`src/fpx_regs.vh`:
```
/*
  Constants for the invalid-operand and denormal-operand exception unit:
  status and control word bit positions, operation codes, operand classes,
  and the default response encodings.
  Assumes it is included by its bare name from the design files.
*/
`ifndef FPX_REGS_VH
`define FPX_REGS_VH

// ****************************************************************
// status and control word bits
// ****************************************************************
`define SW_INVALID_BIT   0
`define SW_DENORMAL_BIT  1
`define CW_INVALID_BIT   0
`define CW_DENORMAL_BIT  1
`define SW_RESET         16'h0000
`define CW_RESET         16'h037f

// ****************************************************************
// operation codes
// ****************************************************************
`define OP_W             5
`define OP_NONE          5'h00
`define OP_ADD           5'h01
`define OP_SUB           5'h02
`define OP_MUL           5'h03
`define OP_DIV           5'h04
`define OP_PREM          5'h05
`define OP_PREM_IEEE     5'h06
`define OP_COS           5'h07
`define OP_PTAN          5'h08
`define OP_SIN           5'h09
`define OP_SINCOS        5'h0a
`define OP_SQRT          5'h0b
`define OP_YL2X          5'h0c
`define OP_YL2XP1        5'h0d
`define OP_BCD_STORE     5'h0e
`define OP_INT_STORE     5'h0f
`define OP_XCHG          5'h10
`define OP_COMPARE       5'h11
`define OP_COMPARE_INT   5'h12
`define OP_UCOMPARE      5'h13
`define OP_LOAD_SD       5'h14
`define OP_LOAD_EXT      5'h15
`define OP_ARITH_OTHER   5'h16

// ****************************************************************
// operand classes
// ****************************************************************
`define CLS_W            3
`define CLS_ZERO         3'h0
`define CLS_NORMAL       3'h1
`define CLS_DENORMAL     3'h2
`define CLS_INF          3'h3
`define CLS_QNAN         3'h4
`define CLS_SNAN         3'h5
`define CLS_UNSUP        3'h6
`define CLS_EMPTY        3'h7

// ****************************************************************
// default responses
// ****************************************************************
`define RSP_W            3
`define RSP_NONE         3'h0
`define RSP_FP_INDEF     3'h1
`define RSP_QUIET_SRC    3'h2
`define RSP_INT_INDEF    3'h3
`define RSP_BCD_INDEF    3'h4
`define RSP_UNORDERED    3'h5
`define RSP_XCHG_FILL    3'h6

`endif

```
`src/fpx_classify.v`:
```
/*
  Classifies one double extended-precision operand (80 bits) into zero,
  normal, denormal, infinity, quiet NaN, signaling NaN or unsupported.
  Assumes an empty tag from the register stack overrides the value.
*/
`timescale 1ns/1ps
`include "fpx_regs.vh"

module fpx_classify (
  // operand
  input  wire [79:0]         value,
  input  wire                empty,
  // class
  output reg  [`CLS_W-1:0]   cls
);

  wire [14:0] expo = value[78:64];
  wire        jbit = value[63];
  wire [62:0] frac = value[62:0];

  always @* begin
    cls = `CLS_NORMAL;
    if (empty) begin
      cls = `CLS_EMPTY;
    end else if (expo == 15'h7fff) begin
      if (!jbit)
        cls = `CLS_UNSUP;
      else if (frac == 63'h0)
        cls = `CLS_INF;
      else if (frac[62])
        cls = `CLS_QNAN;
      else
        cls = `CLS_SNAN;
    end else if (expo == 15'h0000) begin
      // pseudo-denormals are treated as denormals here
      cls = (jbit || frac != 63'h0) ? `CLS_DENORMAL : `CLS_ZERO;
    end else if (!jbit) begin
      cls = `CLS_UNSUP;
    end
  end

endmodule // fpx_classify

```
`src/fpx_range_check.v`:
```
/*
  Decides whether an operand, truncated toward zero, fits a signed integer
  of a given width or 18 packed decimal digits; also compares against -1.
  Assumes a finite, classified operand, or infinity for the -1 compare; callers mask the other classes.
*/
`timescale 1ns/1ps

module fpx_range_check (
  // operand
  input  wire [79:0] value,
  input  wire [1:0]  int_size,
  // results
  output reg         int_over,
  output reg         bcd_over,
  output reg         below_minus_one
);

  wire [14:0] expo = value[78:64];
  wire        sign = value[79];
  // unbiased exponent of a normal value is expo - 16383
  localparam [14:0] BIAS = 15'h3fff;

  function over_pow2;
    input [14:0] e;
    input [6:0]  bits;
    begin
      over_pow2 = (e >= BIAS + {8'h00, bits});
    end
  endfunction

  reg [6:0] width;

  always @* begin
    width = 7'h0f;
    case (int_size)
      2'h0:    width = 7'h0f;
      2'h1:    width = 7'h1f;
      default: width = 7'h3f;
    endcase
    // the exact lower bound (-2^n) is accepted only as a power of two
    int_over = over_pow2(expo, width) &&
               !(sign && expo == BIAS + {8'h00, width} && value[62:0] == 63'h0);
    // 10^18 lies just below 2^60; at exponent 59 the truncated value fits while the significand is below 10^18 << 4
    bcd_over = (expo > BIAS + 15'h003b) ||
               (expo == BIAS + 15'h003b && value[63:0] >= 64'hde0b6b3a76400000);
    below_minus_one = sign && ((expo > BIAS) || (expo == BIAS && value[62:0] != 63'h0));
  end

endmodule // fpx_range_check

```
`src/fpx_exc_unit.v`:
```
/*
  Invalid arithmetic operand and denormal operand detection and response.
  One request per cycle: classifies the operands, sets the sticky status
  bits, picks the masked default response or raises a handler request.
  Assumes the datapath holds the operands steady in the request cycle and
  obeys the result-write gate and stack-pointer hold.
*/
`timescale 1ns/1ps
`include "fpx_regs.vh"

module fpx_exc_unit (
  // clock and reset
  input  wire                MCLK,
  input  wire                ARST_N,
  // request from the datapath
  input  wire                REQ_VALID,
  input  wire [`OP_W-1:0]    OP_CODE,
  input  wire [79:0]         OPND_A,
  input  wire [79:0]         OPND_B,
  input  wire                EMPTY_A,
  input  wire                EMPTY_B,
  input  wire [1:0]          INT_SIZE,
  // control word and status clear
  input  wire [15:0]         CONTROL_WORD,
  input  wire                CLEAR_FLAGS,
  // status
  output reg                 INVALID_OP_FLAG,
  output reg                 DENORMAL_FLAG,
  // response to the datapath
  output reg                 RSP_VALID,
  output reg  [`RSP_W-1:0]   RSP_KIND,
  output reg  [79:0]         RSP_VALUE,
  output reg                 RSP_FILL_A,
  output reg                 RSP_FILL_B,
  output reg                 RESULT_WRITE_EN,
  output reg                 SET_CC_UNORDERED,
  output reg                 CLEAR_C2,
  output reg                 NORMALIZE_LOAD,
  output reg                 HOLD_STACK,
  output reg                 HANDLER_REQ
);

  // ****************************************************************
  // default values
  // ****************************************************************
  localparam [79:0] FP_INDEF  = 80'hffff_c000_0000_0000_0000;
  localparam [79:0] INT_INDEF = 80'h0000_8000_0000_0000_0000;
  localparam [79:0] BCD_INDEF = 80'hffff_c000_0000_0000_0000;

  // ****************************************************************
  // operand classification
  // ****************************************************************
  wire [`CLS_W-1:0] cls_a;
  wire [`CLS_W-1:0] cls_b;
  wire              int_over;
  wire              bcd_over;
  wire              below_m1;

  fpx_classify u_cls_a (
    .value (OPND_A),
    .empty (EMPTY_A),
    .cls   (cls_a)
  );

  fpx_classify u_cls_b (
    .value (OPND_B),
    .empty (EMPTY_B),
    .cls   (cls_b)
  );

  fpx_range_check u_range (
    .value           (OPND_A),
    .int_size        (INT_SIZE),
    .int_over        (int_over),
    .bcd_over        (bcd_over),
    .below_minus_one (below_m1)
  );

  function is_nan;
    input [`CLS_W-1:0] c;
    begin
      is_nan = (c == `CLS_QNAN) || (c == `CLS_SNAN);
    end
  endfunction

  function is_special;
    input [`CLS_W-1:0] c;
    begin
      is_special = is_nan(c) || (c == `CLS_INF) || (c == `CLS_UNSUP);
    end
  endfunction

  // ****************************************************************
  // operation groups
  // ****************************************************************
  wire op_two   = (OP_CODE == `OP_ADD) || (OP_CODE == `OP_SUB) || (OP_CODE == `OP_MUL) ||
                  (OP_CODE == `OP_DIV) || (OP_CODE == `OP_PREM) || (OP_CODE == `OP_PREM_IEEE) ||
                  (OP_CODE == `OP_YL2X) || (OP_CODE == `OP_YL2XP1) || (OP_CODE == `OP_COMPARE) ||
                  (OP_CODE == `OP_COMPARE_INT) || (OP_CODE == `OP_UCOMPARE);
  wire op_prem  = (OP_CODE == `OP_PREM) || (OP_CODE == `OP_PREM_IEEE);
  wire op_trig  = (OP_CODE == `OP_COS) || (OP_CODE == `OP_PTAN) ||
                  (OP_CODE == `OP_SIN) || (OP_CODE == `OP_SINCOS);
  wire op_cmp   = (OP_CODE == `OP_COMPARE) || (OP_CODE == `OP_COMPARE_INT);
  wire op_ucmp  = (OP_CODE == `OP_UCOMPARE);
  wire op_store = (OP_CODE == `OP_BCD_STORE) || (OP_CODE == `OP_INT_STORE);
  wire op_load  = (OP_CODE == `OP_LOAD_SD) || (OP_CODE == `OP_LOAD_EXT);
  wire op_xchg  = (OP_CODE == `OP_XCHG);
  wire op_arith = (OP_CODE != `OP_NONE) && !op_xchg && !op_load;

  wire sign_a = OPND_A[79];
  wire sign_b = OPND_B[79];

  // ****************************************************************
  // detection and default response
  // ****************************************************************
  reg              inv;
  reg              den;
  reg [`RSP_W-1:0] kind;
  reg [79:0]       value;
  reg              cc_unord;
  reg              c2_clr;
  reg              unsup_any;
  reg              snan_any;
  reg              qnan_any;

  always @* begin
    inv       = 1'b0;
    den       = 1'b0;
    kind      = `RSP_NONE;
    value     = FP_INDEF;
    cc_unord  = 1'b0;
    c2_clr    = 1'b0;
    unsup_any = (cls_a == `CLS_UNSUP) || (op_two && cls_b == `CLS_UNSUP);
    snan_any  = (cls_a == `CLS_SNAN) || (op_two && cls_b == `CLS_SNAN);
    qnan_any  = (cls_a == `CLS_QNAN) || (op_two && cls_b == `CLS_QNAN);
    if (op_arith && !op_store) begin
      if (unsup_any) begin
        inv  = 1'b1;
        kind = `RSP_FP_INDEF;
      end else if (snan_any) begin
        inv  = 1'b1;
        kind = `RSP_QUIET_SRC;
        value = (cls_a == `CLS_SNAN) ? {OPND_A[79:63], 1'b1, OPND_A[61:0]}
                                     : {OPND_B[79:63], 1'b1, OPND_B[61:0]};
      end else if (op_cmp && qnan_any) begin
        inv      = 1'b1;
        kind     = `RSP_UNORDERED;
        cc_unord = 1'b1;
      end else if (qnan_any) begin
        inv = 1'b0;
      end else if (OP_CODE == `OP_ADD && cls_a == `CLS_INF && cls_b == `CLS_INF && sign_a != sign_b) begin
        inv  = 1'b1;
        kind = `RSP_FP_INDEF;
      end else if (OP_CODE == `OP_SUB && cls_a == `CLS_INF && cls_b == `CLS_INF && sign_a == sign_b) begin
        inv  = 1'b1;
        kind = `RSP_FP_INDEF;
      end else if (OP_CODE == `OP_MUL && ((cls_a == `CLS_INF && cls_b == `CLS_ZERO) ||
                                          (cls_a == `CLS_ZERO && cls_b == `CLS_INF))) begin
        inv  = 1'b1;
        kind = `RSP_FP_INDEF;
      end else if (OP_CODE == `OP_DIV && ((cls_a == `CLS_INF && cls_b == `CLS_INF) ||
                                          (cls_a == `CLS_ZERO && cls_b == `CLS_ZERO))) begin
        inv  = 1'b1;
        kind = `RSP_FP_INDEF;
      end else if (op_prem && (cls_b == `CLS_ZERO || cls_a == `CLS_INF)) begin
        inv    = 1'b1;
        kind   = `RSP_FP_INDEF;
        c2_clr = 1'b1;
      end else if (op_trig && cls_a == `CLS_INF) begin
        inv    = 1'b1;
        kind   = `RSP_FP_INDEF;
        c2_clr = 1'b1;
      end else if ((OP_CODE == `OP_SQRT || OP_CODE == `OP_YL2X) && sign_a && cls_a != `CLS_ZERO) begin
        inv  = 1'b1;
        kind = `RSP_FP_INDEF;
      end else if (OP_CODE == `OP_YL2XP1 && (cls_a == `CLS_NORMAL || cls_a == `CLS_INF) && below_m1) begin
        inv  = 1'b1;
        kind = `RSP_FP_INDEF;
      end
    end
    if (op_ucmp && !unsup_any && !snan_any) begin
      inv      = 1'b0;
      cc_unord = 1'b0;
    end
    if (OP_CODE == `OP_BCD_STORE && (is_special(cls_a) || (cls_a == `CLS_NORMAL && bcd_over))) begin
      inv   = 1'b1;
      kind  = `RSP_BCD_INDEF;
      value = BCD_INDEF;
    end
    if (OP_CODE == `OP_INT_STORE && (is_special(cls_a) || (cls_a == `CLS_NORMAL && int_over))) begin
      inv   = 1'b1;
      kind  = `RSP_INT_INDEF;
      value = INT_INDEF;
    end
    if (op_xchg && (cls_a == `CLS_EMPTY || cls_b == `CLS_EMPTY)) begin
      inv  = 1'b1;
      kind = `RSP_XCHG_FILL;
    end
    // denormals flag even when invalid also fires; the caller prioritises
    if (op_arith && (cls_a == `CLS_DENORMAL || (op_two && cls_b == `CLS_DENORMAL)))
      den = 1'b1;
    if (OP_CODE == `OP_LOAD_SD && cls_a == `CLS_DENORMAL)
      den = 1'b1;
  end

  // ****************************************************************
  // masks and handler request
  // ****************************************************************
  wire inv_masked = CONTROL_WORD[`CW_INVALID_BIT];
  wire den_masked = CONTROL_WORD[`CW_DENORMAL_BIT];
  wire inv_hit    = REQ_VALID && inv;
  wire den_hit    = REQ_VALID && den;
  // unmasked traps win over any default response for the instruction
  wire trap       = (inv_hit && !inv_masked) || (den_hit && !den_masked);

  // ****************************************************************
  // registered outputs
  // ****************************************************************
  always @(posedge MCLK or negedge ARST_N) begin
    if (!ARST_N) begin
      INVALID_OP_FLAG  <= 1'b0;
      DENORMAL_FLAG    <= 1'b0;
      RSP_VALID        <= 1'b0;
      RSP_KIND         <= `RSP_NONE;
      RSP_VALUE        <= 80'h0;
      RSP_FILL_A       <= 1'b0;
      RSP_FILL_B       <= 1'b0;
      RESULT_WRITE_EN  <= 1'b0;
      SET_CC_UNORDERED <= 1'b0;
      CLEAR_C2         <= 1'b0;
      NORMALIZE_LOAD   <= 1'b0;
      HOLD_STACK       <= 1'b0;
      HANDLER_REQ      <= 1'b0;
    end else begin
      // a new event in the clearing cycle keeps its flag set
      if (inv_hit)
        INVALID_OP_FLAG <= 1'b1;
      else if (CLEAR_FLAGS)
        INVALID_OP_FLAG <= 1'b0;
      if (den_hit)
        DENORMAL_FLAG <= 1'b1;
      else if (CLEAR_FLAGS)
        DENORMAL_FLAG <= 1'b0;
      RSP_VALID        <= REQ_VALID;
      RSP_KIND         <= (inv_hit && inv_masked && !trap) ? kind : `RSP_NONE;
      RSP_VALUE        <= value;
      RSP_FILL_A       <= inv_hit && inv_masked && !trap && op_xchg && cls_a == `CLS_EMPTY;
      RSP_FILL_B       <= inv_hit && inv_masked && !trap && op_xchg && cls_b == `CLS_EMPTY;
      RESULT_WRITE_EN  <= REQ_VALID && !trap && !(inv_hit && kind == `RSP_UNORDERED);
      SET_CC_UNORDERED <= inv_hit && inv_masked && !trap && cc_unord;
      CLEAR_C2         <= inv_hit && inv_masked && !trap && c2_clr;
      NORMALIZE_LOAD   <= den_hit && den_masked && !trap;
      HOLD_STACK       <= trap;
      HANDLER_REQ      <= trap;
    end
  end

endmodule // fpx_exc_unit

```
`config.mk`:
```
export PLATFORM = sky130hd
export DESIGN_NAME = fpx_exc_unit
export DESIGN_NICKNAME = d
export VERILOG_FILES = /design/src/fpx_classify.v /design/src/fpx_range_check.v /design/src/fpx_exc_unit.v
export VERILOG_INCLUDE_DIRS = /design/src
export SDC_FILE = /design/constraint.sdc
export NUM_CORES = 1
export LEC_CHECK = 0
export ABC_CLOCK_PERIOD_IN_PS = 800
export BUFFER_PORTS_ARGS = -buffer_cell sky130_fd_sc_hd__buf_2
export CORE_MARGIN = 5
export CORE_UTILIZATION = 40
export DETAILED_ROUTE_END_ITERATION = 7
export PLACE_DENSITY = 0.77
export SETUP_SLACK_MARGIN = 0.4
export SKIP_LAST_GASP = 1
export SLEW_MARGIN = 10
export SYNTH_ARGS = -nofsm -noshare
export SYNTH_HDL_FRONTEND = slang
export SYNTH_SLANG_ARGS = --single-unit
```
`constraint.sdc`:
```
create_clock -name MCLK -period 0.8 [get_ports MCLK]
set_input_delay 0.16 -clock MCLK [delete_from_list [all_inputs] [get_ports MCLK]]
set_output_delay 0.16 -clock MCLK [all_outputs]
set_load 0.01 [all_outputs]
```
==> impl_metrics.ini <==
[place]
placed_area_um2 = 7920
gp_congestion = 0.945
port_buffers = 268
dp_hpwl_mm = 16.4
dpl.cell_count = 1132
place_ws_ps = -2130

[floorplanning]
core_area_um2 = 12000
rows = 40
ioPinCount = 283
die_area_um2 = 14500
die_y_um = 121
start_util = 0.407
die_width_um = 121

[timing]
setup_viol = 185
rsz0062_at_grt = true
finalCriticalPeriod_ps = 2330
finalHoldViolCount = 93
worst_hold_slack_ps = -333
finalMaxSlewViolations = 0
skew_ps = 0
setup_slack_ps = -1530
fin_crit_sh = 2.91
fmax_mhz = 429

[cells_and_area]
fin_nets = 1214
multi_input_area_um2 = 3420
area_delta_synth_final_pct = 99.1
seqCellArea_um2 = 2330
utilization = 0.810
drive_gt1_frac = 0.622
fin_cells = 1174
nFillCells = 699
final_area_um2 = 9730

[worst_setup_path]
critPathMaxFanout = 5
r2r_start = DENORMAL_FLAG
critPathLaunchType = input pin
cp_slowest_stage_delay_ps = 650
cp_cell_sequence = buf_2, nor4_4, nand4_1, or4_4, nor2b_4, a21oi_4, a21oi_4, or4_4, a21oi_2
r2r_cells = 2
worstPathArrival_ps = 2610
reg2reg_to = DENORMAL_FLAG
cpLargestDelayFamily = simple AND/OR/NAND/NOR gates
required_ps = 1080
cp-startpoint = OPND_B[10]
cp-end-kind = flip-flop
path_class = input pin to flip-flop
r2r_slack_ps = 170
critical-path-slowest-cell = or4_4
path_buf_inv = 1

[pwr]
cellLeakagePower_nw = 4.60
powerDensity_nw_per_um2 = 1190
vdd_drop_max_mv = 0.840

[yosys]
yosysTopAreaCell = dfrtp_1
ys_ff_latch = 93
synth_common_cells = nand2_1, dfrtp_1, a21oi_1
netlist.area_leader.share = 0.476
synth_edf_count = 0
avgSynthCellArea_um2 = 8.51
async_flop_share = 1.00
netlist_instances = 574
yosysSeqAreaShare = 0.476
syn_area_um2 = 4890
syn_nets = 765
synth_cell_type_count = 65
synthTopCellsByArea = dfrtp_1, nand2_1, a21oi_1, nor4_1, nand4_1
ys.flop_type = dfrtp_1
yosysMostFrequentCell = nand2_1
synth_warnings = 0

[grt]
grt_max_degree = 64
grt_use_total = 0.308
antenna_found_initial = 1
grt_overflow_total = 0
grt_pass1_wl_mm = 35.0
first_global_vias = 6727

[clock_network]
numCtsBuffers = 9
cts_tree = yes
cts.clk_slew.worst_paths_ps = 70
cts_root_buf = clkbuf_16
clockBufferDepth = 2
cts_max_level = 3
clock_sinks = 93
clock_latency_ps = 350

[route]
via_per_inst = 5.72
dr.first_iter.drc_count = 593
first_pass_iters = 5
via_count = 6717
ant_nets = 0
drc = 0
post_drt_wl_per_cell_um = 20.9
wirelength_mm = 24.6

[hold_path]
hp-class = input pin to asynchronous set/reset pin

[job]
drv_cap = 0

[status]
violations = negative hold slack, negative setup slack
status = complete, but fails checks
## routing by layer
metal / wire [um] / part of all wire / GRT usage / vias to the layer above
li1: - / - / - / 2991
met1: 8740 / 0.36 / 0.355 / 3219
met2: 12800 / 0.52 / 0.543 / 398
met3: 1840 / 0.075 / 0.0571 / 109
met4: 1220 / 0.050 / 0.157 / 0
met5: 0 / 0 / 0 / -
## logic make-up after synthesis
kind of cell / synth area share
XOR/XNOR: 0.00359
multiplexers: 0.00205
buffers and inverters: 0.0328
flip-flops: 0.476
AO/OA/AOI/OAI: 0.167
adder cells (fa/ha/maj): 0.00512
AND/OR/NAND/NOR: 0.312
other: 0.000768
## state kept, by name (all words and copies together) (netlist names)
register          flops
SET_CC_UNORDERED      1
RESULT_WRITE_EN       1
HANDLER_REQ           1
NORMALIZE_LOAD        1
INVALID_OP_FLAG       1
RSP_FILL_A            1
RSP_KIND              3
RSP_FILL_B            1
RSP_VALID             1
CLEAR_C2              1
DENORMAL_FLAG         1
RSP_VALUE            80
## how the worst max path moves through the flow
stage,cells after the start,to,slack (ps)
final,9,RESULT_WRITE_EN,-1530
after global routing,11,RSP_KIND[1],-1640
after CTS,11,NORMALIZE_LOAD,-1400
after detailed placement,11,NORMALIZE_LOAD,-2130
after global placement,11,NORMALIZE_LOAD,-2130
after floorplan,9,NORMALIZE_LOAD,-1500
## area by class of cell
| class | instances | share of cell area |
|---|---|---|
| inverter | 7 | 0.00270 |
| clock inverter | 2 | 0.00617 |
| clock buffer | 12 | 0.0243 |
| sequential | 93 | 0.239 |
| tap | 147 | 0.0189 |
| multi-input combinational | 442 | 0.352 |
| antenna | 1 | 0.000257 |
| timing repair buffer | 470 | 0.357 |
## cell usage in the layout (no fill, tap or decap), types with 6 or more instances in the layout
cell type,instances
nor2_1,17
inv_1,7
clkbuf_16,10
nand2_1,145
nor3_2,6
a21oi_4,13
buf_2,233
nor4_2,11
buf_12,15
dfrtp_1,93
nor3_1,6
buf_4,167
nand3_2,14
nand4_1,20
buf_16,6
nor4_4,13
buf_6,43
nand3_1,8
a21oi_2,52
nor4_1,12
and3_1,7
a21oi_1,11
## power by group
group          switching (mW)  leakage, nW  total (mW)  internal, mW
Sequential            0.00914         1.20        4.74          4.73
Combinational            1.21         3.25        2.34          1.13
Clock                    1.77        0.143        4.48          2.71
## stage by stage
stage                     setup TNS, ps  total power [mW]
after floorplan                 -105670              5.29
after global placement          -163290              6.63
after detailed placement        -161670              6.66
after CTS                       -129430              11.3
after global routing            -144230              11.9
final                           -137220              11.6
## timing repair
| item | CTS | global route |
|---|---|---|
| buffers inserted | 13 | 4 |
| gates cloned | 9 | 1 |
| pin swaps | 19 | 17 |
| endpoints found under the setup margin | 185 | 185 |
| endpoints found under the hold margin | 94 | 93 |
| resized for setup | 147 | 86 |
Power figures use the tool's default switching activity.
